## src/design/tosm_pkg.sv

```systemverilog
package tosm_pkg;

    // ****************************************
    // Sizes and timing
    // ****************************************
    localparam int NSTR = 2;
    localparam int NDRV = 8;
    localparam int CNT_W = 32;
    localparam int CLK_MHZ = 100;
    localparam int T_LOW_US = 300;
    localparam int LOW_CYC = T_LOW_US * CLK_MHZ;
    localparam int T_GAP_MS = 200;
    localparam int GAP_CYC = T_GAP_MS * 1000 * CLK_MHZ;
    localparam int T_REACT_MS = 10;
    localparam int REACT_CYC = T_REACT_MS * 1000 * CLK_MHZ;
    localparam int T_BOOT_MS = 100;
    localparam int BOOT_CYC = T_BOOT_MS * 1000 * CLK_MHZ;
    localparam int T_DWELL_MS = 500;
    localparam int DWELL_CYC = T_DWELL_MS * 1000 * CLK_MHZ;

    // ****************************************
    // Register map and fields
    // ****************************************
    localparam int ADDR_W = 12;
    localparam logic [11:0] OFF_CTRL = 12'h000;
    localparam logic [11:0] OFF_STAT = 12'h004;
    localparam logic [11:0] OFF_DISP = 12'h008;
    localparam logic [11:0] OFF_NADDR = 12'h00c;
    localparam int CTRL_EN_LSB = 0;
    localparam int CTRL_FCLR_BIT = 4;
    localparam int STAT_IND_LSB = 0;
    localparam int STAT_REL_LSB = 2;
    localparam int STAT_FLT_LSB = 4;
    localparam int STAT_BOOT_BIT = 6;
    localparam int DISP_FCODE_LSB = 0;
    localparam int DISP_FVALID_BIT = 8;
    localparam int DISP_FKIND_BIT = 9;
    localparam int DISP_WCODE_LSB = 16;
    localparam int DISP_WVALID_BIT = 24;
    localparam logic [31:0] REG_RST = 32'h0000_0000;

    // ****************************************
    // Display glyphs, segments g..a
    // ****************************************
    localparam logic [7:0] SEG_F = 8'h71;
    localparam logic [7:0] SEG_E = 8'h79;
    localparam logic [7:0] SEG_N = 8'h54;
    localparam logic [7:0] SEG_DASH = 8'h40;
    localparam logic [7:0] SEG_OFF = 8'h00;
    localparam logic [3:0] ADDR_NIB = 4'h8;
    localparam logic [3:0] CODE_PH = 4'h3;

    // Per-string drive status as reported by the drives
    typedef struct packed {
        logic [NDRV-1:0] present;
        logic [NDRV-1:0] torque_off;
        logic [NDRV-1:0] comm_ok;
        logic [NDRV-1:0] local_opt;
    } tosm_drv_t;

    // Hex digit to seven-segment pattern
    function automatic logic [7:0] tosm_hex_seg(input logic [3:0] n);
        logic [7:0] s;
        case (n)
            4'h0: s = 8'h3f;
            4'h1: s = 8'h06;
            4'h2: s = 8'h5b;
            4'h3: s = 8'h4f;
            4'h4: s = 8'h66;
            4'h5: s = 8'h6d;
            4'h6: s = 8'h7d;
            4'h7: s = 8'h07;
            4'h8: s = 8'h7f;
            4'h9: s = 8'h6f;
            4'ha: s = 8'h77;
            4'hb: s = 8'h7c;
            4'hc: s = 8'h39;
            4'hd: s = 8'h5e;
            4'he: s = 8'h79;
            default: s = 8'h71;
        endcase
        return s;
    endfunction

endpackage

```

## src/design/tosm_pulse_filter.sv

```systemverilog
`timescale 1ns/100ps
`default_nettype none

// ****************************************
// Test-pulse filter for one release input
// ****************************************
module tosm_pulse_filter #(
    parameter logic [31:0] LOW_CYC = 32'(tosm_pkg::LOW_CYC),
    parameter logic [31:0] GAP_CYC = 32'(tosm_pkg::GAP_CYC)
) (
    input wire logic pclk,
    input wire logic presetn,
    input wire logic ce,
    input wire logic raw_in,
    output logic release_o
);

    typedef struct packed {
        logic s1;
        logic s2;
        logic s3;
        logic [31:0] low;
        logic [31:0] gap;
        logic gap_ok;
        logic hold;
        logic rel;
    } tosm_flt_st_t;

    tosm_flt_st_t q, d;

    // Width and spacing measured on the synchronised level
    always_comb begin
        d = q;
        d.s1 = raw_in;
        d.s2 = q.s1;
        d.s3 = q.s2;
        if (q.s3 && !q.s2) begin
            d.gap = '0;
            d.gap_ok = 1'b0;
            if (!q.gap_ok) begin
                d.hold = 1'b1;
                d.rel = 1'b0;
            end
        end else if (q.gap < GAP_CYC) begin
            d.gap = q.gap + 32'h1;
            // Sticky so the reset value lets a first pulse through
            d.gap_ok = q.gap_ok || ((q.gap + 32'h1) >= GAP_CYC);
        end
        if (!q.s2) begin
            // Trip within 300 us, far inside the 10 ms budget
            if (q.low < LOW_CYC) begin
                d.low = q.low + 32'h1;
            end
            if ((q.low + 32'h1) >= LOW_CYC) begin
                d.rel = 1'b0;
            end
        end else begin
            d.low = '0;
            if (q.hold && q.gap_ok) begin
                d.hold = 1'b0;
            end
            // Short pulse never reached the width limit
            d.rel = !(q.hold && !q.gap_ok);
        end
    end

    // Starts released-off until the input is seen high
    always_ff @(posedge pclk or negedge presetn) begin
        if (!presetn) begin
            q <= '{s1: 1'b0, s2: 1'b0, s3: 1'b0, low: 32'h0,
                   gap: 32'h0, gap_ok: 1'b1, hold: 1'b0, rel: 1'b0};
        end else if (ce) begin
            q <= d;
        end
    end

    assign release_o = q.rel;

endmodule

`default_nettype wire

```

## src/design/tosm_top.sv

```systemverilog
// Behaviour
// - One release input and one indication per string; each acts on its string only.
// - Input high releases power stages of that string's drives without local option.
// - Input falling withdraws power-stage release; drives coast down.
// - Drives with local safety option ignore the string release input.
// - Local-option drives still feed their status into the string indication.
// - Indication is the OR of all connected drives' torque-off bits.
// - Indication is high during boot after power-up.
// - Indication is high while the string release input is low.
// - Indication high on lost drive link, empty string or local bus failure.
// - Torque only with string enable set, and release input high for drives without local option.
// - Release high and no forcing cause gives low indication, any enable.
// - Low test pulses under 300 us spaced over 200 ms are ignored.
// - Pulses outside width or spacing trip torque-off like a real removal.
// - Torque-off while enabled opens the fault contact.
// - Enabling a string is refused while its torque-off is active.
// - Display shows fault codes with F or E, warnings with n.
// - Display shows device state once supply is on.
// - Address-show button flashes the network address on the display.
// - Release input fall to energy removal is at most 10 ms.
//
// Decided for this implementation: the placing of the registers and the APB slave port.
`timescale 1ns/100ps
`default_nettype none

module tosm_top #(
    parameter logic [31:0] LOW_CYC = 32'(tosm_pkg::LOW_CYC),
    parameter logic [31:0] GAP_CYC = 32'(tosm_pkg::GAP_CYC),
    parameter logic [31:0] BOOT_CYC = 32'(tosm_pkg::BOOT_CYC),
    parameter logic [31:0] DWELL_CYC = 32'(tosm_pkg::DWELL_CYC)
) (
    input wire logic pclk,
    input wire logic presetn,
    input wire logic ce,
    input wire logic psel,
    input wire logic penable,
    input wire logic pwrite,
    input wire logic [31:0] paddr,
    input wire logic [31:0] pwdata,
    output logic [31:0] prdata,
    output logic pready,
    output logic pslverr,
    input wire logic [1:0] torque_release_input,
    input wire tosm_pkg::tosm_drv_t [1:0] drv,
    input wire logic fieldbus_ok,
    input wire logic address_show_button,
    output logic [1:0] torque_off_indication,
    output logic [1:0][7:0] power_stage_release,
    output logic fault_contact_open,
    output logic [7:0] disp_seg
);

    // ****************************************
    // State
    // ****************************************
    typedef struct packed {
        logic [1:0] en;
        logic [1:0] fault;
        logic [1:0] rel_prev;
        logic [31:0] boot_cnt;
        logic booting;
        logic [1:0] ind;
        logic [1:0][7:0] pwr;
        logic fcontact;
        logic pready;
        logic pslverr;
        logic [31:0] prdata;
        logic [31:0] disp_cfg;
        logic [31:0] naddr;
        logic [31:0] dwell;
        logic [3:0] phase;
        logic addr_mode;
        logic btn_prev;
        logic [7:0] seg;
    } tosm_top_st_t;

    tosm_top_st_t q, d;
    logic [1:0] rel;

    // Register decode shared by read and write
    function automatic logic addr_hit(input logic [31:0] a);
        logic [11:0] o;
        o = a[11:0];
        return (a[31:12] == 20'h0) &&
               (o == tosm_pkg::OFF_CTRL || o == tosm_pkg::OFF_STAT ||
                o == tosm_pkg::OFF_DISP || o == tosm_pkg::OFF_NADDR);
    endfunction

    // ****************************************
    // Input filters, one per string
    // ****************************************
    for (genvar i = 0; i < tosm_pkg::NSTR; i++) begin : g_flt
        tosm_pulse_filter #(
            .LOW_CYC(LOW_CYC),
            .GAP_CYC(GAP_CYC)
        ) u_flt (
            .pclk(pclk),
            .presetn(presetn),
            .ce(ce),
            .raw_in(torque_release_input[i]),
            .release_o(rel[i])
        );
    end

    // ****************************************
    // Next-state logic
    // ****************************************
    always_comb begin
        logic setup;
        logic acc;
        logic wr;
        logic [11:0] off;
        logic [1:0] toff;
        logic [1:0] drop;
        logic [31:0] rd;
        logic fvalid;
        logic wvalid;
        logic [7:0] code;
        logic [7:0] pre;
        logic [3:0] nib;
        logic [3:0] last_ph;
        setup = psel && !penable;
        acc = psel && penable && q.pready;
        wr = acc && pwrite && addr_hit(paddr);
        off = paddr[11:0];
        toff = '0;
        drop = '0;
        rd = '0;
        fvalid = q.disp_cfg[tosm_pkg::DISP_FVALID_BIT];
        wvalid = q.disp_cfg[tosm_pkg::DISP_WVALID_BIT];
        code = '0;
        pre = tosm_pkg::SEG_OFF;
        nib = '0;
        last_ph = '0;
        d = q;

        // Boot window after reset release
        if (q.booting) begin
            if ((q.boot_cnt + 32'h1) >= BOOT_CYC) begin
                d.booting = 1'b0;
            end
            d.boot_cnt = q.boot_cnt + 32'h1;
        end

        // Per-string torque logic
        for (int i = 0; i < tosm_pkg::NSTR; i++) begin
            toff[i] = q.booting || !rel[i];
            drop[i] = q.rel_prev[i] && !rel[i];
            d.rel_prev[i] = rel[i];
            if (drop[i] && q.en[i]) begin
                d.fault[i] = 1'b1;
            end else if (wr && off == tosm_pkg::OFF_CTRL &&
                         pwdata[tosm_pkg::CTRL_FCLR_BIT]) begin
                d.fault[i] = 1'b0;
            end
            // Enable survives torque-off so local-option drives keep running
            if (wr && off == tosm_pkg::OFF_CTRL) begin
                d.en[i] = pwdata[tosm_pkg::CTRL_EN_LSB + i] && !toff[i];
            end
            d.ind[i] = q.booting ||
                       !rel[i] ||
                       (|(drv[i].present & drv[i].torque_off)) ||
                       (|(drv[i].present & ~drv[i].comm_ok)) ||
                       !(|drv[i].present) ||
                       !fieldbus_ok;
            for (int j = 0; j < tosm_pkg::NDRV; j++) begin
                // Local-option drives skip the string input
                d.pwr[i][j] = !q.booting && q.en[i] && !toff[i] &&
                              drv[i].present[j] && !drv[i].local_opt[j];
                if (drv[i].local_opt[j]) begin
                    d.pwr[i][j] = !q.booting && q.en[i] && drv[i].present[j];
                end
            end
        end
        d.fcontact = |d.fault;

        // Register writes
        if (wr && off == tosm_pkg::OFF_DISP) begin
            d.disp_cfg = pwdata;
        end
        if (wr && off == tosm_pkg::OFF_NADDR) begin
            d.naddr = pwdata;
        end

        // Read data captured in setup so it stands through access
        case (off)
            tosm_pkg::OFF_CTRL: rd[1:0] = q.en;
            tosm_pkg::OFF_STAT: begin
                rd[tosm_pkg::STAT_IND_LSB +: 2] = q.ind;
                rd[tosm_pkg::STAT_REL_LSB +: 2] = rel;
                rd[tosm_pkg::STAT_FLT_LSB +: 2] = q.fault;
                rd[tosm_pkg::STAT_BOOT_BIT] = q.booting;
            end
            tosm_pkg::OFF_DISP: rd = q.disp_cfg;
            tosm_pkg::OFF_NADDR: rd = q.naddr;
            default: rd = '0;
        endcase
        d.pready = setup;
        d.pslverr = setup && !addr_hit(paddr);
        if (setup) begin
            d.prdata = addr_hit(paddr) ? rd : '0;
        end

        // ****************************************
        // Status display
        // ****************************************
        d.btn_prev = address_show_button;
        last_ph = q.addr_mode ? tosm_pkg::ADDR_NIB - 4'h1 : tosm_pkg::CODE_PH - 4'h1;
        if (address_show_button && !q.btn_prev) begin
            d.addr_mode = 1'b1;
            d.phase = '0;
            d.dwell = '0;
        end else if ((q.dwell + 32'h1) >= DWELL_CYC) begin
            d.dwell = '0;
            if (q.phase >= last_ph) begin
                d.phase = '0;
                d.addr_mode = 1'b0;
            end else begin
                d.phase = q.phase + 4'h1;
            end
        end else begin
            d.dwell = q.dwell + 32'h1;
        end

        // Fault beats warning; both repeat while present
        if (fvalid) begin
            code = q.disp_cfg[tosm_pkg::DISP_FCODE_LSB +: 8];
            pre = q.disp_cfg[tosm_pkg::DISP_FKIND_BIT] ? tosm_pkg::SEG_E
                                                       : tosm_pkg::SEG_F;
        end else if (wvalid) begin
            code = q.disp_cfg[tosm_pkg::DISP_WCODE_LSB +: 8];
            pre = tosm_pkg::SEG_N;
        end
        if (q.addr_mode) begin
            // Most significant nibble first, one per dwell
            nib = q.naddr[5'(28 - 4 * int'(q.phase)) +: 4];
            d.seg = tosm_pkg::tosm_hex_seg(nib);
        end else if (fvalid || wvalid) begin
            case (q.phase)
                4'h0: d.seg = pre;
                4'h1: d.seg = tosm_pkg::tosm_hex_seg(code[7:4]);
                default: d.seg = tosm_pkg::tosm_hex_seg(code[3:0]);
            endcase
        end else if (q.booting) begin
            d.seg = tosm_pkg::SEG_DASH;
        end else begin
            d.seg = tosm_pkg::tosm_hex_seg({2'b00, q.ind});
        end
    end

    // ****************************************
    // State register
    // ****************************************
    // Indication comes up forced and the contact closed; nothing is released
    always_ff @(posedge pclk or negedge presetn) begin
        if (!presetn) begin
            q <= '{en: 2'b00, fault: 2'b00, rel_prev: 2'b00,
                   boot_cnt: 32'h0, booting: 1'b1, ind: 2'b11,
                   pwr: 16'h0000, fcontact: 1'b0, pready: 1'b0,
                   pslverr: 1'b0, prdata: 32'h0,
                   disp_cfg: tosm_pkg::REG_RST,
                   naddr: tosm_pkg::REG_RST, dwell: 32'h0,
                   phase: 4'h0, addr_mode: 1'b0, btn_prev: 1'b0,
                   seg: tosm_pkg::SEG_OFF};
        end else if (ce) begin
            q <= d;
        end
    end

    // ****************************************
    // Outputs, all from flip-flops
    // ****************************************
    assign prdata = q.prdata;
    assign pready = q.pready;
    assign pslverr = q.pslverr;
    assign torque_off_indication = q.ind;
    assign power_stage_release = q.pwr;
    assign fault_contact_open = q.fcontact;
    assign disp_seg = q.seg;

endmodule

`default_nettype wire

```

## config.mk

```make
export PLATFORM = sky130hd
export DESIGN_NAME = tosm_top
export DESIGN_NICKNAME = d
export VERILOG_FILES = /design/src/design/tosm_pkg.sv /design/src/design/tosm_pulse_filter.sv /design/src/design/tosm_top.sv
export SDC_FILE = /design/constraint.sdc
export NUM_CORES = 1
export LEC_CHECK = 0
export BUFFER_PORTS_ARGS = -buffer_cell sky130_fd_sc_hd__buf_2
export CAP_MARGIN = 20
export CELL_PAD_IN_SITES_DETAIL_PLACEMENT = 1
export CELL_PAD_IN_SITES_GLOBAL_PLACEMENT = 1
export CORE_ASPECT_RATIO = 1.5
export CORE_MARGIN = 3
export CORE_UTILIZATION = 40
export CTS_CLUSTER_DIAMETER = 100
export DETAILED_ROUTE_END_ITERATION = 10
export PLACE_DENSITY = 0.75
export SYNTH_ARGS = -nofsm -noshare
export SYNTH_HDL_FRONTEND = slang
export SYNTH_SLANG_ARGS = --single-unit
```

## constraint.sdc

```tcl
create_clock -name pclk -period 4.94 [get_ports pclk]
set_input_delay 0.247 -clock pclk [delete_from_list [all_inputs] [get_ports pclk]]
set_output_delay 0.247 -clock pclk [all_outputs]
set_load 0.02 [all_outputs]
```

==> metrics.txt, run 1 <==
# TYPE chip_impl_metric gauge
chip_impl_metric{name="wire_per_inst",unit="um"} 20.34
chip_impl_metric{name="detailedRoute.firstPassIterationCount",unit=""} 5
chip_impl_info{name="run_status",value="complete, no violations"} 1
chip_impl_metric{name="final_hold_viol_count",unit=""} 0
chip_impl_metric{name="max_slew_margin",unit="%"} 27.55
chip_impl_info{name="ys.flop_type",value="dfrtp_1"} 1
chip_impl_metric{name="floorplan.initialDensity",unit="%"} 40.78
chip_impl_metric{name="core",unit="um2"} 48930
chip_impl_metric{name="fp.dieW",unit="um"} 188.4
chip_impl_info{name="setup_repair_after_global_routing_missed_its_margin",value="no"} 1
chip_impl_metric{name="die_height",unit="um"} 279.5
chip_impl_info{name="synth_area_leaders",value="dfrtp_1, mux2_2, o21ai_0"} 1
chip_impl_metric{name="worst_setup_hold_path_clk_slew",unit="ns"} 0.07
chip_impl_metric{name="irDropWorstVdd",unit="uV"} 189.6
chip_impl_metric{name="postCtsSetupRepairBufs",unit=""} 0
chip_impl_metric{name="cts-htree-levels",unit=""} 2
chip_impl_info{name="grt_most_used_layer",value="met2"} 1
chip_impl_metric{name="cts.sinks",unit=""} 341
chip_impl_metric{name="setup_viol",unit=""} 0
chip_impl_metric{name="synth_sequential_area_ratio",unit="%"} 42.80
chip_impl_metric{name="synthSimpleGateAreaFrac",unit="%"} 20.91
chip_impl_metric{name="finalSetupTns",unit="ns"} 0
chip_impl_info{name="path_cells",value="ha_1 > and4_1 > nand3_1 > nor4_1 > mux2i_1 > nand2_1 > or4b_4 > o21ai_2 > mux2_2"} 1
chip_impl_info{name="tritoncts_clock_tree",value="done"} 1
chip_impl_metric{name="number_of_nets_with_antenna_violations_after_routing",unit=""} 0
chip_impl_metric{name="syn-instance-count",unit=""} 2145
chip_impl_metric{name="groute.layer.met3.usage",unit="%"} 2.829
chip_impl_metric{name="post-dp-hpwl",unit="um"} 41280
chip_impl_metric{name="fin_worst_hold_slack",unit="ns"} 0.01081
chip_impl_metric{name="path_buf_inv",unit=""} 0
chip_impl_metric{name="fmax",unit="MHz"} 253.3
chip_impl_metric{name="synth_area_per_cell",unit="um2"} 9.302
chip_impl_metric{name="reg2reg_slack",unit="ns"} 0.99
chip_impl_metric{name="dpl_cell_area",unit="um2"} 20970
chip_impl_metric{name="grt_start_max_net_pins",unit=""} 117
chip_impl_metric{name="grt_pass1_wl",unit="um"} 97320
chip_impl_metric{name="drive_above_1_share",unit="%"} 17.55
chip_impl_metric{name="final_estimated_routing_congestion_in_global_placement",unit=""} 0.8838
chip_impl_metric{name="netlist-cell-type-count",unit=""} 84
chip_impl_metric{name="route.vias.total",unit=""} 17430
chip_impl_metric{name="synth_xor_xnor_area_share",unit="%"} 2.502
chip_impl_metric{name="fp-row-count",unit=""} 99
chip_impl_metric{name="finalWirelength",unit="um"} 59850
chip_impl_metric{name="synth-warning-count",unit=""} 0
chip_impl_metric{name="complex_gate_fraction_of_the_synthesized_area",unit="%"} 18.02
chip_impl_metric{name="timing_worst_slew_pin_value",unit="ns"} 1.087
chip_impl_metric{name="post_drt_via_cell_ratio",unit=""} 5.922
chip_impl_info{name="cts.root.buffer_cell",value="clkbuf_16"} 1
chip_impl_metric{name="final-max-slew-violation-count",unit=""} 0
chip_impl_info{name="worstSetupEndpointType",value="flip-flop"} 1
chip_impl_metric{name="reported_leakage_power",unit="nW"} 10.18
chip_impl_metric{name="muxShareOfSynthArea",unit="%"} 7.970
chip_impl_metric{name="grt_antenna_before_repair",unit=""} 2
chip_impl_metric{name="worstPathArrival",unit="ns"} 4.35
chip_impl_metric{name="boundaryPins",unit=""} 199
chip_impl_info{name="critPathTopFamily",value="simple AND/OR/NAND/NOR gates"} 1
chip_impl_metric{name="max_cap_viol_count",unit=""} 0
chip_impl_info{name="worst-setup-path-type",value="flip-flop to flip-flop"} 1
chip_impl_metric{name="synth_enable_flop_cells",unit=""} 0
chip_impl_metric{name="tritoncts.num_buffers",unit=""} 36
chip_impl_metric{name="cp_max_fo",unit=""} 31
chip_impl_metric{name="drt_drc_violations_left",unit=""} 0
chip_impl_metric{name="grtUsageMet2",unit="%"} 42.21
chip_impl_info{name="hold_class",value="input pin to flip-flop"} 1
chip_impl_metric{name="synthesis.area",unit="um2"} 19950
chip_impl_metric{name="ys_async_sr_fraction",unit="%"} 100.0
chip_impl_metric{name="critPathRequiredTime",unit="ns"} 5.34
chip_impl_info{name="dominant_combinational_cell_family_by_area_after_synthesis",value="simple AND/OR/NAND/NOR gates"} 1
chip_impl_info{name="ys_top_cells_by_count",value="dfrtp_1, nand2_1, o21ai_0, nor2_1, clkbuf_1"} 1
chip_impl_info{name="worst_path_max_delay_cell",value="or4b_4"} 1
chip_impl_metric{name="cts_buffer_depth",unit=""} 3
chip_impl_metric{name="holdPathStages",unit=""} 3
chip_impl_metric{name="use_met1",unit="%"} 24.97
chip_impl_metric{name="insertion_delay",unit="ns"} 0.54
chip_impl_metric{name="placement.io_buffers",unit=""} 197
chip_impl_metric{name="post_cts_resized",unit=""} 0
chip_impl_metric{name="postLayoutCellArea",unit="um2"} 22680
chip_impl_metric{name="dieArea",unit="um2"} 52650
chip_impl_metric{name="r2r_cells",unit=""} 9
chip_impl_info{name="post-synth-top-count-cell",value="dfrtp_1"} 1
chip_impl_metric{name="cpPeakStageDelay",unit="ns"} 0.70
chip_impl_metric{name="ratio_of_final_minimum_period_to_clock_period",unit="%"} 79.91
chip_impl_metric{name="gr-total-overflow",unit=""} 0
chip_impl_metric{name="final.min_clock_period",unit="ns"} 3.947
chip_impl_metric{name="yosys_register_bits",unit=""} 341
chip_impl_metric{name="flow.area_growth_from_synthesis",unit="%"} 13.66
chip_impl_metric{name="p_per_area",unit="nW/um2"} 298.3
chip_impl_info{name="timing.hold.worst.start",value="drv[0]"} 1
chip_impl_metric{name="syn-num-nets",unit=""} 2315
chip_impl_metric{name="grt_pass1_vias",unit=""} 18660
chip_impl_metric{name="post-synth-top-area-fraction",unit="%"} 42.14
chip_impl_info{name="reg2reg_to",value="q[13]$_DFFE_PN0P_"} 1
chip_impl_info{name="synth.largest_area_cell",value="dfrtp_1"} 1
chip_impl_metric{name="global_route.usage.total",unit="%"} 22.11
chip_impl_info{name="critical_register_to_register_path_startpoint",value="q[14]$_DFFE_PN0P_"} 1
chip_impl_metric{name="detailedRoute.firstIterationViolations",unit=""} 886
chip_impl_metric{name="synth_fa_ha_area_share",unit="%"} 2.007
chip_impl_info{name="start_kind",value="flip-flop"} 1
chip_impl_info{name="worst_hold_path.endpoint",value="power_stage_release[0]$_DFFE_PN0P_"} 1
chip_impl_metric{name="fin_nets",unit=""} 2427
chip_impl_info{name="worst_setup_path_startpoint",value="q[14]$_DFFE_PN0P_"} 1
chip_impl_metric{name="fin_skew",unit="ns"} 0.02380
[repair_timing]
item / CTS / global route
hold buffers: 42 / 0
endpoints found under the setup margin: 0 / 0
hold endpoints to repair: 156 / 0
[sequential cells by signal, indices dropped and copies added, names as in the netlist]
signal	count
pready	1
g_flt.u_flt.d	4
power_stage_release	16
torque_off_indication	2
disp_seg	7
g_flt.u_flt.release_o	2
fault_contact_open	1
prdata	32
q	141
pslverr	1
g_flt.u_flt.q	134
[area by class of cell]
cell class	instances	area (um2)
clock buffer	54	1090
multi-input combinational	1568	10270
timing repair buffer	260	1594
fill	5595	26250
sequential	341	8539
inverter	50	187.7
tap	656	820.8
clock inverter	12	172.7
antenna	2	5.005
[worst register-to-register path: cells and delay by family, from the launching register on]
family,cells,cell delay (ns)
fa+ha+maj,1,0.43
compound gates,1,0.36
flops,1,0.43
simple gates,5,1.95
mux,2,0.65
[per-layer routing]
| layer | part of all wire, % | vias to the layer above |
|---|---|---|
| li1 | - | 8082 |
| met1 | 39 | 8825 |
| met2 | 54 | 360 |
| met3 | 3.1 | 159 |
| met4 | 4.1 | 2 |
| met5 | 0.020 | - |
[metrics by stage]
step / worst slack [ns] / cells / total power, W / utilization, %
after global placement: 1.250 / 2829 / 0.003827 / 42.83
after detailed placement: 1.095 / 2830 / 0.003873 / 42.86
after global routing: 0.8351 / 2942 / 0.007076 / 46.34
after CTS: 1.035 / 2938 / 0.006816 / 46.30
final: 0.9926 / 2943 / 0.006764 / 46.35
after floorplan: 2.046 / 2145 / 0.003545 / -
[report_power, final]
group,switching [W],internal (W)
logic,0.000498,0.000302
registers,0.000169,0.00289
clock network,0.00116,0.00174
[kinds of logic (layout without fill, tap and decap cells)]
logic type               after synthesis  in the layout
flip-flops                           341            341
XOR/XNOR                              57             57
buffers and inverters                236            376
multiplexers                         138            138
adder cells (fa/ha/maj)               32             32
AO/OA/AOI/OAI                        541            541
other                                  1              3
AND/OR/NAND/NOR                      799            799
[worst max path at each step]
stage / end / slack [ns] / cells past startpoint
2_1_floorplan: q[10]$_DFFE_PN0P_ / 2.05 / 11
3_3_place_gp: q[10]$_DFFE_PN0P_ / 1.25 / 9
3_5_place_dp: q[10]$_DFFE_PN0P_ / 1.09 / 9
4_1_cts: q[13]$_DFFE_PN0P_ / 1.04 / 9
5_1_grt: q[13]$_DFFE_PN0P_ / 0.84 / 9
6_report: q[13]$_DFFE_PN0P_ / 0.99 / 9
[layout by cell type (no fill, tap or decap), types with 8 or more instances in the layout]
cell	synthesis	layout
dfrtp_1	336	336
buf_2	6	195
nand2_1	189	189
o21ai_0	188	188
nor2_1	138	138
mux2_2	87	87
nand3_1	78	78
and3_1	69	69
a21oi_1	65	65
o31ai_1	63	63
nand4_1	57	57
nor3_1	55	55
inv_1	50	49
and2_1	43	43
mux2i_1	43	43
dlygate4sd3_1	0	42
nor4_1	41	41
xnor2_1	41	41
a22o_1	37	37
clkbuf_16	0	37
nor2b_1	34	34
ha_1	32	32
a31oi_1	28	28
o2bb2ai_1	20	20
buf_4	60	19
and4_1	16	16
nand2b_1	16	16
xor2_1	16	16
o211ai_1	12	12
o221ai_1	12	11
or3_1	10	10
o21a_1	10	10
clkbuf_8	0	10
a22oi_1	9	9
a211oi_1	9	9
a211o_1	9	9
mux4_2	8	8
or2_2	8	8
o41ai_1	8	8
(Power assumes the default switching activity.)
==> run 2: changes to the inputs <==
- clock period: 4.94 -> 3.9 ns (I/O delays scaled with it)
==> run 2 against run 1 <==
Hold slack improved by 0.013 ns. Clock skew decreased by 0.0052 ns. Core utilization increased by 0.70 points. Clock power increased by 27%. Worst setup slack got worse by 0.49 ns. Total power increased by 28%. Fmax increased by 16%. Critical endpoint is now q[10]$_DFFE_PN0P_. Register-to-register slack got worse by 0.49 ns. Cell count increased by 1.1%. Wire length increased by 2.8%. Global-route usage increased by 0.85 points. Flip-flop and latch count unchanged.
==> metrics.txt, run 2 (synthesis gave the netlist of run 1 again) <==
# TYPE chip_impl_metric gauge
chip_impl_metric{name="critPathRequiredTime",unit="ns"} 4.31
chip_impl_metric{name="clock_power_share",unit="%"} 42.8
chip_impl_info{name="worst-setup-path-type",value="flip-flop to flip-flop"} 1
chip_impl_metric{name="final.min_clock_period",unit="ns"} 3.400
chip_impl_info{name="top_register",value="q"} 1
chip_impl_metric{name="die_height",unit="um"} 279.5
chip_impl_metric{name="power_switching",unit="W"} 0.002333
chip_impl_metric{name="final_estimated_routing_congestion_in_global_placement",unit=""} 0.8708
chip_impl_metric{name="max_slew_margin",unit="%"} 28.91
chip_impl_metric{name="route.vias.total",unit=""} 17490
chip_impl_metric{name="post-dp-hpwl",unit="um"} 41970
chip_impl_metric{name="postCtsSetupRepairBufs",unit=""} 0
chip_impl_metric{name="path_depth",unit=""} 8
chip_impl_metric{name="worst_setup_hold_path_clk_slew",unit="ns"} 0.06
chip_impl_metric{name="irDropWorstVdd",unit="uV"} 242.8
chip_impl_metric{name="finalWirelength",unit="um"} 61550
chip_impl_info{name="worstSetupEndpointType",value="flip-flop"} 1
chip_impl_info{name="critical_register_to_register_path_startpoint",value="q[16]$_DFFE_PN0P_"} 1
chip_impl_metric{name="regArea",unit="um2"} 8539
chip_impl_info{name="path_cells",value="nand3_1 > nor4_4 > and4_1 > nand4_1 > a2bb2oi_1 > or4b_4 > o21ai_2 > mux2_2"} 1
chip_impl_metric{name="reported_leakage_power",unit="nW"} 10.32
chip_impl_metric{name="fp-row-count",unit=""} 99
chip_impl_metric{name="final_hold_viol_count",unit=""} 0
chip_impl_metric{name="ctsHoldBuffers",unit=""} 64
chip_impl_metric{name="gr-total-overflow",unit=""} 0
chip_impl_info{name="tritoncts_clock_tree",value="done"} 1
chip_impl_metric{name="internal_cell_power",unit="W"} 0.006292
chip_impl_metric{name="floorplan.initialDensity",unit="%"} 40.78
chip_impl_info{name="mostFrequentLayoutCell",value="dfrtp_1"} 1
chip_impl_metric{name="number_of_nets_with_antenna_violations_after_routing",unit=""} 0
chip_impl_metric{name="largest_register_ffs",unit=""} 141
chip_impl_metric{name="grt_pass1_vias",unit=""} 18920
chip_impl_metric{name="detailedRoute.firstIterationViolations",unit=""} 969
chip_impl_metric{name="tritoncts.num_buffers",unit=""} 36
chip_impl_metric{name="p_sw_share",unit="%"} 27.05
chip_impl_metric{name="fin_nets",unit=""} 2460
chip_impl_metric{name="core",unit="um2"} 48930
chip_impl_info{name="timing.hold.worst.start",value="drv[26]"} 1
chip_impl_metric{name="holdPathStages",unit=""} 3
chip_impl_metric{name="cp_max_fo",unit=""} 17
chip_impl_metric{name="finalSetupTns",unit="ns"} 0
chip_impl_metric{name="boundaryPins",unit=""} 199
chip_impl_metric{name="fmax",unit="MHz"} 294.1
chip_impl_metric{name="drive_above_1_share",unit="%"} 17.91
chip_impl_metric{name="cts.sinks",unit=""} 341
chip_impl_metric{name="comb_power_share",unit="%"} 12.2
chip_impl_metric{name="dpl_cell_area",unit="um2"} 21100
chip_impl_metric{name="dieArea",unit="um2"} 52650
chip_impl_metric{name="global_route.usage.total",unit="%"} 22.96
chip_impl_metric{name="flow.area_growth_from_synthesis",unit="%"} 15.38
chip_impl_metric{name="max_cap_viol_count",unit=""} 0
chip_impl_metric{name="final-max-slew-violation-count",unit=""} 0
chip_impl_info{name="critPathTopFamily",value="simple AND/OR/NAND/NOR gates"} 1
chip_impl_info{name="run_status",value="complete, no violations"} 1
chip_impl_metric{name="final_util",unit="%"} 47.05
chip_impl_metric{name="grt_pass1_wl",unit="um"} 100500
chip_impl_info{name="layout.cells.most_common_list",value="dfrtp_1, buf_2, nand2_1"} 1
chip_impl_metric{name="nFillCells",unit=""} 5625
chip_impl_info{name="start_kind",value="flip-flop"} 1
chip_impl_metric{name="timing_worst_slew_pin_value",unit="ns"} 1.059
chip_impl_metric{name="post_drt_via_cell_ratio",unit=""} 5.881
chip_impl_info{name="hold_class",value="input pin to flip-flop"} 1
chip_impl_info{name="setup_repair_after_global_routing_missed_its_margin",value="no"} 1
chip_impl_metric{name="grt_antenna_before_repair",unit=""} 2
chip_impl_metric{name="worstPathArrival",unit="ns"} 3.81
chip_impl_metric{name="multi_input_gate_area_in_the_final_layout",unit="um2"} 10270
chip_impl_metric{name="cts_buffer_depth",unit=""} 3
chip_impl_metric{name="insertion_delay",unit="ns"} 0.54
chip_impl_metric{name="drt_drc_violations_left",unit=""} 0
chip_impl_metric{name="wire_per_inst",unit="um"} 20.70
chip_impl_metric{name="final.setup.worst_slack",unit="ns"} 0.5000
chip_impl_info{name="worst_setup_path_startpoint",value="q[16]$_DFFE_PN0P_"} 1
chip_impl_info{name="worst_path_max_delay_cell",value="or4b_4"} 1
chip_impl_metric{name="post_cts_resized",unit=""} 0
chip_impl_metric{name="fin_skew",unit="ns"} 0.01860
chip_impl_metric{name="placement.io_buffers",unit=""} 197
chip_impl_metric{name="fin_worst_hold_slack",unit="ns"} 0.02373
chip_impl_metric{name="grt_start_max_net_pins",unit=""} 108
chip_impl_metric{name="p_per_area",unit="nW/um2"} 374.7
chip_impl_metric{name="postLayoutCellArea",unit="um2"} 23020
chip_impl_metric{name="place_worst_setup_slack",unit="ns"} 0.5664
chip_impl_metric{name="power_frac_seq",unit="%"} 45.0
chip_impl_metric{name="setup_viol",unit=""} 0
chip_impl_metric{name="detailedRoute.firstPassIterationCount",unit=""} 5
chip_impl_info{name="cts.root.buffer_cell",value="clkbuf_16"} 1
chip_impl_metric{name="path_buf_inv",unit=""} 0
chip_impl_metric{name="ratio_of_final_minimum_period_to_clock_period",unit="%"} 87.18
chip_impl_metric{name="cpPeakStageDelay",unit="ns"} 0.69
chip_impl_metric{name="r2r_cells",unit=""} 8
chip_impl_metric{name="fp.dieW",unit="um"} 188.4
chip_impl_metric{name="cts-htree-levels",unit=""} 2
-- run 2: power by group through the flow --
| stage | clock [W] | sequential (W) | combinational (W) |
|---|---|---|---|
| 2_1_floorplan | 0 | 0.00383 | 0.000662 |
| 3_3_place_gp | 0 | 0.00393 | 0.000946 |
| 3_5_place_dp | 0 | 0.00394 | 0.000984 |
| 4_1_cts | 0.00378 | 0.00388 | 0.00105 |
| 5_1_grt | 0.00392 | 0.00391 | 0.00117 |
| 6_report | 0.00370 | 0.00388 | 0.00105 |
-- run 2: routing by layer --
metal	up-vias	wire length (um)	global-route usage, %
met3	142	1831	2.641
met2	332	32950	43.19
met1	8867	24290	26.44
met5	-	0	0
li1	8149	-	-
met4	0	2481	9.249
-- run 2: worst register-to-register path, stage by stage (launching register included) --
cell,delay (ns)
dfrtp_1,0.44
nand3_1,0.26
nor4_4,0.52
and4_1,0.40
nand4_1,0.12
a2bb2oi_1,0.14
or4b_4,0.69
o21ai_2,0.32
mux2_2,0.39
-- run 2: path summary, 6_finish.rpt --
| check | end | slack (ns) |
|---|---|---|
| worst max-delay path | q[10]$_DFFE_PN0P_ | 0.50 |
| worst min-delay path | power_stage_release[2]$_DFFE_PN0P_ | 0.02 |
| worst max register to register | q[10]$_DFFE_PN0P_ | 0.50 |
| worst min register to register | disp_seg[4]$_DFFE_PN0P_ | 0.48 |
| max in group asynchronous | q[76]$_DFFE_PN0P_ | 2.55 |
| min in group asynchronous | prdata[19]$_DFFE_PN0P_ | 0.31 |
-- run 2: per-stage QoR --
stage               cells  total power (W)
finish               2974         0.008625
global route         2974         0.009004
CTS                  2972         0.008712
detailed placement   2843         0.004924
global placement     2843         0.004871
floorplan            2145         0.004490
-- run 2: area by class of cell --
class	instances	share of cell area (%)
flip-flops and latches	341	37.09
well taps	656	3.565
inverters	50	0.8153
diodes	1	0.01087
multi-input cells	1568	44.61
clock inverters	14	0.8098
clock buffers	51	4.729
repair buffers	293	8.370
